$ cat config.mk
export PLATFORM = sky130hd
export DESIGN_NAME = iepb_core
export DESIGN_NICKNAME = d
export VERILOG_FILES = /design/src/logic/iepb_pkg.sv /design/src/logic/iepb_core.sv
export SDC_FILE = /design/constraint.sdc
export NUM_CORES = 1
export LEC_CHECK = 0
export BUFFER_PORTS_ARGS = -buffer_cell sky130_fd_sc_hd__buf_2
export CAP_MARGIN = 20
export CORE_MARGIN = 2
export CORE_UTILIZATION = 30
export DETAILED_ROUTE_END_ITERATION = 10
export SYNTH_ARGS = -nofsm -noshare
export SYNTH_HDL_FRONTEND = slang
export SYNTH_SLANG_ARGS = --single-unit
export TNS_END_PERCENT = 20
$ cat constraint.sdc
create_clock -name clk_i -period 1.92 [get_ports clk_i]
set_input_delay 0.192 -clock clk_i [delete_from_list [all_inputs] [get_ports clk_i]]
set_output_delay 0.192 -clock clk_i [all_outputs]
set_load 0.1 [all_outputs]
$ cat src/logic/iepb_pkg.sv
// Package for the interrupt enable and priority bank.
// Assumes one system clock and a Wishbone slave with word registers.
`default_nettype none
package iepb_pkg;
  localparam int NSRC = 16;
  localparam int SRC_W = 4;
  localparam int ADR_W = 12;
  localparam int REG_W = 8;
  localparam int EVT_W = 16;
  // Register indices; byte address is four times the index
  localparam logic [9:0] IDX_PRI_EN = 10'h0a8;
  localparam logic [9:0] IDX_PRI_LVL = 10'h0b8;
  localparam logic [9:0] IDX_EXT_EN1 = 10'h0e6;
  localparam logic [9:0] IDX_EXT_EN2 = 10'h0e7;
  localparam logic [9:0] IDX_EXT_LVL1 = 10'h0f6;
  localparam logic [9:0] IDX_EXT_LVL2 = 10'h0f7;
  localparam logic [9:0] IDX_EVT_STAT = 10'h010;
  localparam logic [9:0] IDX_EVT_MASK = 10'h011;
  // Field positions
  localparam int GIE_BIT = 7;
  localparam int T2_BIT = 5;
  localparam int T3_BIT = 7;
  localparam int SUPPLY_BIT = 0;
  // Reset values and fixed bits
  localparam logic [7:0] RST_REG = 8'h00;
  localparam logic [7:0] PRI_LVL_FIXED = 8'h80;
  localparam logic [7:0] LOW7_MASK = 8'h7f;
  localparam logic [7:0] BIT0_MASK = 8'h01;
  localparam logic [15:0] RST_EVT = 16'h0000;

  typedef struct packed {
    logic timer_zero_overflow_flag;
    logic timer_one_overflow_flag;
    logic uart_flag;
    logic timer_two_low_overflow_flag;
    logic timer_two_high_overflow_flag;
    logic serial_periph_flag;
    logic smbus_flag;
    logic usb_function_flag;
    logic window_compare_flag;
    logic conversion_done_flag;
    logic counter_array_flag;
    logic comparator_zero_rise_flag;
    logic comparator_zero_fall_flag;
    logic comparator_one_rise_flag;
    logic comparator_one_fall_flag;
    logic timer_three_low_overflow_flag;
    logic timer_three_high_overflow_flag;
    logic supply_sense_flag;
  } iepb_flags_s;

  typedef struct packed {
    logic req;
    logic high;
    logic [SRC_W-1:0] src;
  } iepb_core_req_s;
endpackage
`default_nettype wire
$ cat src/logic/iepb_core.sv
// Interrupt enable and priority bank with arbitration toward the core.
// Assumes flags come from logic on clk_i; the two external inputs are
// asynchronous pins. Core reports which service level is running.
// Functional notes
// Global enable bit 7 of primary enable overrides all masks.
// With global enable set, a source passes only if its mask is 1.
// Primary enable bits 6..0: SPI, timer2, UART, timer1, ext1, timer0, ext0.
// Timer 2 mask gates both timer 2 low and high overflow flags.
// Timer 3 mask, extended enable one bit 7, gates both its flags.
// Comparator masks bits 6,5 gate rise or fall flags.
// Extended enable one bits 4..0: PCA, ADC done, window, USB, SMBus.
// Level bit 0 means low, 1 high; primary level mirrors enable.
// Primary level bit 7 reads 1, writes ignored.
// Extended level one mirrors extended enable one layout.
// Extended enable two bit 0 masks the supply sense request.
// Extended enable two bits 7..1 read zero, writes ignored.
// High preempts low service; nothing preempts high service.
// High level served first; equal level by fixed order from 0.
// Requests sampled and decoded each clock, one cycle to detect a flag, three for an external input pin.
// Supply sense level set by bit 0 of extended level two.
// Core gets request, level and winning source, every clock.
// Reset clears all enables and levels, all masked and low.
`timescale 1ns/1ps
`default_nettype none
module iepb_core (
  input wire logic clk_i,
  input wire logic rst_i,
  input wire logic wb_cyc_i,
  input wire logic wb_stb_i,
  input wire logic wb_we_i,
  input wire logic [iepb_pkg::ADR_W-1:0] wb_adr_i,
  input wire logic [3:0] wb_sel_i,
  input wire logic [31:0] wb_dat_i,
  output logic [31:0] wb_dat_o,
  output logic wb_ack_o,
  input wire iepb_pkg::iepb_flags_s flags_i,
  input wire logic ext_input_zero_i,
  input wire logic ext_input_one_i,
  input wire logic svc_high_i,
  input wire logic svc_low_i,
  output iepb_pkg::iepb_core_req_s core_req_o,
  output logic irq_o
);
  function automatic logic hit(input logic [9:0] idx, input logic [9:0] a);
    hit = (idx == a);
  endfunction

  // Lowest set index wins; bit 4 flags any set
  function automatic logic [4:0] first_set(input logic [15:0] v);
    logic [4:0] r;
    r = 5'h00;
    for (int i = iepb_pkg::NSRC - 1; i >= 0; i--) begin
      if (v[i]) begin
        r = {1'b1, 4'(i)};
      end
    end
    first_set = r;
  endfunction

  logic [7:0] pri_en_q, pri_en_d;
  logic [7:0] pri_lvl_q, pri_lvl_d;
  logic [7:0] ext_en1_q, ext_en1_d;
  logic [7:0] ext_en2_q, ext_en2_d;
  logic [7:0] ext_lvl1_q, ext_lvl1_d;
  logic [7:0] ext_lvl2_q, ext_lvl2_d;
  logic [15:0] evt_q, evt_d;
  logic [15:0] evt_mask_q, evt_mask_d;
  logic [15:0] raw_q;
  logic [1:0] x0_sync_q, x1_sync_q;
  logic ack_q, ack_d;
  logic [31:0] dat_q, dat_d;
  logic irq_q, irq_d;
  iepb_pkg::iepb_core_req_s req_q, req_d;

  logic [15:0] raw, mask_vec, lvl_vec, gated, hi_vec, lo_vec;
  logic [4:0] hi_pick, lo_pick;
  logic [9:0] idx;
  logic access, rd_stat;

  assign idx = wb_adr_i[iepb_pkg::ADR_W-1:2];
  assign access = wb_cyc_i && wb_stb_i && !ack_q;
  assign rd_stat = access && !wb_we_i && hit(idx, iepb_pkg::IDX_EVT_STAT);

  // Per-source request in fixed order 0..15
  always_comb begin
    raw = {flags_i.supply_sense_flag,
           flags_i.timer_three_low_overflow_flag |
             flags_i.timer_three_high_overflow_flag,
           flags_i.comparator_one_rise_flag |
             flags_i.comparator_one_fall_flag,
           flags_i.comparator_zero_rise_flag |
             flags_i.comparator_zero_fall_flag,
           flags_i.counter_array_flag,
           flags_i.conversion_done_flag,
           flags_i.window_compare_flag,
           flags_i.usb_function_flag,
           flags_i.smbus_flag,
           flags_i.serial_periph_flag,
           flags_i.timer_two_low_overflow_flag |
             flags_i.timer_two_high_overflow_flag,
           flags_i.uart_flag,
           flags_i.timer_one_overflow_flag,
           x1_sync_q[1],
           flags_i.timer_zero_overflow_flag,
           x0_sync_q[1]};
  end

  // Mask and level vectors in source order
  assign mask_vec = {ext_en2_q[iepb_pkg::SUPPLY_BIT], ext_en1_q, pri_en_q[6:0]};
  assign lvl_vec = {ext_lvl2_q[iepb_pkg::SUPPLY_BIT], ext_lvl1_q, pri_lvl_q[6:0]};

  always_comb begin
    gated = raw & mask_vec & {iepb_pkg::NSRC{pri_en_q[iepb_pkg::GIE_BIT]}};
    hi_vec = gated & lvl_vec;
    lo_vec = gated & ~lvl_vec;
    hi_pick = first_set(hi_vec);
    lo_pick = first_set(lo_vec);
    req_d.req = 1'b0;
    req_d.high = 1'b0;
    req_d.src = hi_pick[3:0];
    if (!svc_high_i && hi_pick[4]) begin
      req_d.req = 1'b1;
      req_d.high = 1'b1;
    end else if (!svc_high_i && !svc_low_i && lo_pick[4]) begin
      req_d.req = 1'b1;
      req_d.src = lo_pick[3:0];
    end
  end

  // Register file and bus answer
  always_comb begin
    pri_en_d = pri_en_q;
    pri_lvl_d = pri_lvl_q;
    ext_en1_d = ext_en1_q;
    ext_en2_d = ext_en2_q;
    ext_lvl1_d = ext_lvl1_q;
    ext_lvl2_d = ext_lvl2_q;
    evt_mask_d = evt_mask_q;
    ack_d = access;
    dat_d = 32'h0000_0000;
    if (access && wb_we_i && wb_sel_i[0]) begin
      if (hit(idx, iepb_pkg::IDX_PRI_EN)) begin
        pri_en_d = wb_dat_i[7:0];
      end
      if (hit(idx, iepb_pkg::IDX_PRI_LVL)) begin
        pri_lvl_d = wb_dat_i[7:0] & iepb_pkg::LOW7_MASK;
      end
      if (hit(idx, iepb_pkg::IDX_EXT_EN1)) begin
        ext_en1_d = wb_dat_i[7:0];
      end
      if (hit(idx, iepb_pkg::IDX_EXT_EN2)) begin
        ext_en2_d = wb_dat_i[7:0] & iepb_pkg::BIT0_MASK;
      end
      if (hit(idx, iepb_pkg::IDX_EXT_LVL1)) begin
        ext_lvl1_d = wb_dat_i[7:0];
      end
      if (hit(idx, iepb_pkg::IDX_EXT_LVL2)) begin
        ext_lvl2_d = wb_dat_i[7:0] & iepb_pkg::BIT0_MASK;
      end
      if (hit(idx, iepb_pkg::IDX_EVT_MASK)) begin
        evt_mask_d[7:0] = wb_dat_i[7:0];
      end
    end
    if (access && wb_we_i && wb_sel_i[1] && hit(idx, iepb_pkg::IDX_EVT_MASK)) begin
      evt_mask_d[15:8] = wb_dat_i[15:8];
    end
    if (access && !wb_we_i) begin
      case (idx)
        iepb_pkg::IDX_PRI_EN: dat_d[7:0] = pri_en_q;
        iepb_pkg::IDX_PRI_LVL: dat_d[7:0] = pri_lvl_q | iepb_pkg::PRI_LVL_FIXED;
        iepb_pkg::IDX_EXT_EN1: dat_d[7:0] = ext_en1_q;
        iepb_pkg::IDX_EXT_EN2: dat_d[7:0] = ext_en2_q & iepb_pkg::BIT0_MASK;
        iepb_pkg::IDX_EXT_LVL1: dat_d[7:0] = ext_lvl1_q;
        iepb_pkg::IDX_EXT_LVL2: dat_d[7:0] = ext_lvl2_q & iepb_pkg::BIT0_MASK;
        iepb_pkg::IDX_EVT_STAT: dat_d[15:0] = evt_q;
        iepb_pkg::IDX_EVT_MASK: dat_d[15:0] = evt_mask_q;
        default: dat_d = 32'h0000_0000;
      endcase
    end
  end

  // Sticky event on a new enabled request; a set beats a read clear
  always_comb begin
    evt_d = evt_q;
    if (rd_stat) begin
      evt_d = iepb_pkg::RST_EVT;
    end
    evt_d = evt_d | (gated & ~raw_q);
    irq_d = |(evt_q & evt_mask_q);
  end

  always_ff @(posedge clk_i) begin
    if (rst_i) begin
      pri_en_q <= iepb_pkg::RST_REG;
      pri_lvl_q <= iepb_pkg::RST_REG;
      ext_en1_q <= iepb_pkg::RST_REG;
      ext_en2_q <= iepb_pkg::RST_REG;
      ext_lvl1_q <= iepb_pkg::RST_REG;
      ext_lvl2_q <= iepb_pkg::RST_REG;
      evt_q <= iepb_pkg::RST_EVT;
      evt_mask_q <= iepb_pkg::RST_EVT;
      raw_q <= iepb_pkg::RST_EVT;
      x0_sync_q <= 2'h0;
      x1_sync_q <= 2'h0;
      ack_q <= 1'b0;
      dat_q <= 32'h0000_0000;
      irq_q <= 1'b0;
      req_q <= '0;
    end else begin
      pri_en_q <= pri_en_d;
      pri_lvl_q <= pri_lvl_d;
      ext_en1_q <= ext_en1_d;
      ext_en2_q <= ext_en2_d;
      ext_lvl1_q <= ext_lvl1_d;
      ext_lvl2_q <= ext_lvl2_d;
      evt_q <= evt_d;
      evt_mask_q <= evt_mask_d;
      raw_q <= gated;
      x0_sync_q <= {x0_sync_q[0], ext_input_zero_i};
      x1_sync_q <= {x1_sync_q[0], ext_input_one_i};
      ack_q <= ack_d;
      dat_q <= dat_d;
      irq_q <= irq_d;
      req_q <= req_d;
    end
  end

  assign wb_ack_o = ack_q;
  assign wb_dat_o = dat_q;
  assign core_req_o = req_q;
  assign irq_o = irq_q;

  AST_GLOBAL_OFF: assert property (@(posedge clk_i) disable iff (rst_i)
    !pri_en_q[iepb_pkg::GIE_BIT] |=> !core_req_o.req)
    else $error("request raised with global enable off");

  AST_MASK_GATE: assert property (@(posedge clk_i) disable iff (rst_i)
    req_d.req |-> mask_vec[req_d.src] && raw[req_d.src])
    else $error("winner not enabled");

  AST_TIMER_TWO: assert property (@(posedge clk_i) disable iff (rst_i)
    flags_i.timer_two_high_overflow_flag && pri_en_q[iepb_pkg::GIE_BIT] &&
    pri_en_q[iepb_pkg::T2_BIT] && !svc_high_i && !svc_low_i |=> core_req_o.req)
    else $error("timer two high flag not passed");

  AST_TIMER_THREE: assert property (@(posedge clk_i) disable iff (rst_i)
    flags_i.timer_three_low_overflow_flag && pri_en_q[iepb_pkg::GIE_BIT] &&
    ext_en1_q[iepb_pkg::T3_BIT] && !svc_high_i && !svc_low_i |=> core_req_o.req)
    else $error("timer three low flag not passed");

  AST_FIXED_BIT_READ: assert property (@(posedge clk_i) disable iff (rst_i)
    access && !wb_we_i && idx == iepb_pkg::IDX_PRI_LVL |=> wb_ack_o && wb_dat_o[7])
    else $error("primary level bit 7 not read as one");

  AST_EN2_UNUSED: assert property (@(posedge clk_i) disable iff (rst_i)
    access && !wb_we_i && idx == iepb_pkg::IDX_EXT_EN2 |=> wb_dat_o[7:1] == 7'h00)
    else $error("unused enable bits not zero");

  AST_HIGH_SERVICE: assert property (@(posedge clk_i) disable iff (rst_i)
    svc_high_i |=> !core_req_o.req)
    else $error("request during high service");

  AST_LOW_SERVICE: assert property (@(posedge clk_i) disable iff (rst_i)
    svc_low_i |=> !core_req_o.req || core_req_o.high)
    else $error("low request during low service");

  AST_HIGH_FIRST: assert property (@(posedge clk_i) disable iff (rst_i)
    |hi_vec && !svc_high_i |=> core_req_o.req && core_req_o.high)
    else $error("high level not served first");

  AST_ACK_ONE: assert property (@(posedge clk_i) disable iff (rst_i)
    wb_ack_o |=> !wb_ack_o)
    else $error("ack longer than one cycle");

  AST_IRQ_LEVEL: assert property (@(posedge clk_i) disable iff (rst_i)
    |(evt_q & evt_mask_q) |=> irq_o)
    else $error("interrupt not raised");

  AST_RESET_CLEAR: assert property (@(posedge clk_i)
    rst_i |=> pri_en_q == iepb_pkg::RST_REG && pri_lvl_q == iepb_pkg::RST_REG &&
    ext_en1_q == iepb_pkg::RST_REG && ext_lvl1_q == iepb_pkg::RST_REG &&
    !core_req_o.req && !irq_o && !wb_ack_o)
    else $error("state not cleared by reset");

  AST_SUPPLY_GATE: assert property (@(posedge clk_i) disable iff (rst_i)
    !ext_en2_q[iepb_pkg::SUPPLY_BIT] |=> !(core_req_o.req && &core_req_o.src))
    else $error("masked supply sense request passed");

  AST_LEVEL_MATCH: assert property (@(posedge clk_i) disable iff (rst_i)
    req_d.req |-> req_d.high == lvl_vec[req_d.src])
    else $error("request level does not match its level bit");

  // No pending source of the same level may sit below the winner
  AST_FIXED_ORDER: assert property (@(posedge clk_i) disable iff (rst_i)
    req_d.req |-> (gated & (req_d.high ? lvl_vec : ~lvl_vec) &
    ((16'h0001 << req_d.src) - 16'h0001)) == 16'h0000)
    else $error("lower order source of equal level skipped");

  AST_DETECT_ONE: assert property (@(posedge clk_i) disable iff (rst_i)
    |gated && !svc_high_i && !svc_low_i |=> core_req_o.req)
    else $error("enabled request not offered after one cycle");
endmodule
`default_nettype wire

==> impl_metrics.yaml <==
status:
  outcome: "finished, violations left"
  violations: "setup timing"
cells_and_area:
  diodes: 0
  fill_cells: 1588
  area_growth_pct: 28.0
  final_util: 0.389
  final_nets: 725
  drive_gt1_frac: 0.275
pwr:
  p_switching_uw: 1080
  pwr-share-comb: 0.070
  internal-power_uw: 3410
  p_per_area_nw_per_um2: 734
  clkPwrFrac: 0.425
  power_leakage_uw: 0.00243
  vdd_ir_drop_max_uv: 450
  sw_frac_of_total: 0.241
  p_total_uw: 4490
  p_seq_frac: 0.505
critical_path:
  crit_slowest_cell: "or4_4"
  worstPathRequired_ns: 2.15
  rr_startpoint: "pri_en_q[7]$_SDFFE_PP0P_"
  crit_path_end_kind: "flip-flop"
  r2r-end: "core_req_o[3]$_SDFF_PP0_"
  path_cells: "buf_12, nand4b_1, nand2_2, or4_4, nand3b_1, a2111oi_1"
  endpoint: "core_req_o[3]$_SDFF_PP0_"
  cp-startpoint: "pri_en_q[7]$_SDFFE_PP0P_"
  r2r_cells: 6
  critPathMaxFanout: 21
  path_class: "flip-flop to flip-flop"
  critical-path-max-stage-delay_ns: 0.54
  cp.arrival_ns: 2.21
  reg2reg_slack_ns: -0.06
  crit_path_start_kind: "flip-flop"
grt:
  grt_first_pass_wirelength_um: 23400
  grt_start_max_net_pins: 43
  grt_pass1_vias: 4276
  overflow: 0
  track_usage: 0.183
  antenna_found_initial: 0
sta:
  skew_ns: 0.00689
  fin_crit_sh: 1.03
  max_freq_mhz: 504
  setup_ws_ns: -0.0632
  layout_min_cycle_time_ns: 1.98
  slew_viol_final: 0
  grt_setup_unrepaired: "true"
  timing.final.hold_violations: 0
  setup_violations: 3
  setup_tns_ns: -0.122
  timing.hold.ws_ns: 0.0333
detailed_routing:
  wirelength_um: 15300
  wl_per_cell_um: 17.6
  viasPerCell: 5.21
  drc: 0
  ant_nets: 0
  vias: 4538
  dr.pass1.iters: 6
  drt_iter0_drc: 409
clock_tree:
  cts.sinks: 109
  cts_tree: "done"
  clock_latency_ns: 0.36
  clock_path_buffers: 2
  cts_made_buffers: 9
  cts_hold_buf: 0
  clk_pin_slew_worst_paths_ns: 0.07
  htreeDepth: 3
  root_buffer: "clkbuf_16"
placement:
  place_congestion: 0.924
  pre_cts_slack_ns: -0.117
  numPortBuffers: 78
  place_hpwl_um: 11700
synth:
  ys_ff_latch: 109
  synthFlopType: "dfxtp_1"
  async_reset_ff_frac: 0
  syn-instance-count: 522
  ys_seq_area_frac: 0.457
  synth_edf_count: 0
  syn_area_per_cell_um2: 9.15
  yosys_warnings: 0
  yosysUniqueCellTypes: 62
  synth.cell_area_um2: 4770
floorplanning:
  chipWidth_um: 130
  core_area_um2: 15700
  rows: 46
  fp.dieH_um: 130
  die_area_um2: 16900
  start_util: 0.304
  ios: 115
worst_hold_path:
  hp-class: "primary input to flip-flop"
  min_path_cells: 2
  hp-start: "svc_high_i"
run:
  maxCapViolations: 0
synthesized netlist by cell type (2+ instances only):
library cell	count	area (µm²)
dfxtp_1	109	2180
nor2_1	63	236
nand2_1	52	195
mux2i_1	33	330
a21oi_1	26	130
nand4_1	19	119
buf_4	16	120
a22o_1	15	131
a22oi_1	14	105
inv_1	13	48.8
and3_1	12	75.1
clkbuf_1	11	41.3
a222oi_1	9	90.1
a31oi_1	9	56.3
o211ai_1	9	67.6
o21ai_0	8	40.0
buf_2	7	35.0
nand3_1	7	35.0
nor2b_1	7	43.8
nand4b_1	6	52.6
o22ai_1	6	37.5
o31ai_1	5	37.5
a221oi_1	4	35.0
buf_1	4	15.0
o2111ai_1	4	35.0
nand2b_1	3	18.8
nor3_2	3	30.0
o21bai_1	3	22.5
a211oi_1	2	15.0
and2_1	2	12.5
and4_1	2	17.5
and4b_1	2	20.0
buf_6	2	22.5
nand3_2	2	20.0
nand3b_1	2	15.0
nor3_1	2	10.0
o211a_1	2	20.0
or2_2	2	12.5
or3_1	2	12.5
state kept, by name (all words and copies together), names as in the netlist, 7 cells and up:
signal and count:
ext_en1_q 8, pri_lvl_q 7, ext_lvl1_q 8, wb_dat_o 16, evt_mask_q 16, pri_en_q 8
evt_q 16, raw_q 16
kinds of logic after synthesis:
logic type             synth area share
flip-flops                        0.457
other                          0.000785
multiplexers                     0.0692
AO/OA/AOI/OAI                     0.198
AND/OR/NAND/NOR                   0.216
buffers and inverters            0.0592
power groups by stage:
stage	combinational [µW]	clock [µW]	sequential [µW]
floorplan	215	0	2320
global placement	308	0	2320
detailed placement	312	0	2320
CTS	313	1960	2270
global route	329	2030	2270
finish	314	1910	2270
layer usage:
layer  vias up  share of wire  global-route usage
met5         -              0                   0
li1       2164              -                   -
met3        25          0.070              0.0340
met2       200           0.48               0.307
met4         0          0.019              0.0601
met1      2149           0.44               0.238
layout make-up:
cell class	count	area, µm²	share of cell area
multi-input cells	375	2390	0.391
well taps	216	270	0.0442
clock buffers	11	253	0.0413
repair buffers	142	908	0.149
inverters	13	48.8	0.00798
flip-flops and latches	109	2180	0.357
clock inverters	5	56.3	0.00921
metrics by stage:
stage | area [µm²] | cells
finish | 6110 | 871
floorplan | 4840 | 537
CTS | 6090 | 870
global placement | 5730 | 848
global route | 6110 | 871
detailed placement | 5730 | 848
worst max-delay path, delay by kind of cell (launching register included):
family | cells | cell delay (ns)
and+or+nand+nor | 4 | 0.94
buffers and inverters | 1 | 0.15
DFF | 1 | 0.33
AOI/OAI and AO/OA | 1 | 0.43
timing repair:
action	in CTS	in global routing
resized for setup	3	3
setup endpoints to repair	4	4
buffers inserted	6	1
hold endpoints to repair	0	0
pin swaps	3	7
worst min-delay path by stage:
stage | slack [ns] | endpoint
4_1_cts | 0.02 | core_req_o[4]$_SDFF_PP0_
5_1_grt | 0.03 | core_req_o[4]$_SDFF_PP0_
3_3_place_gp | 0.40 | evt_q[0]$_SDFF_PP0_
3_5_place_dp | 0.40 | evt_q[0]$_SDFF_PP0_
2_1_floorplan | 0.28 | core_req_o[4]$_SDFF_PP0_
6_report | 0.03 | core_req_o[4]$_SDFF_PP0_
cells in the final DEF, fill, tap and decap left out, types with 3 or more instances in the layout:
cell type	synthesis	final
inv_1	13	13
o2111ai_1	4	4
a22oi_1	14	14
dfxtp_1	109	107
buf_4	16	61
nand4_1	19	19
nand2b_1	3	3
nand4b_1	6	6
buf_2	7	78
a31oi_1	9	9
nand2_1	52	51
o31ai_1	5	5
and3_1	12	12
nor2b_1	7	7
a221oi_1	4	4
conb_1	1	16
a22o_1	15	15
clkbuf_16	0	9
nand3_1	7	7
o21ai_0	8	8
buf_12	0	3
o211ai_1	9	9
nor2_1	63	63
a21oi_1	26	26
o21bai_1	3	3
a222oi_1	9	9
mux2i_1	33	33
o22ai_1	6	4
No activity file was read; power rests on OpenSTA's default activity.
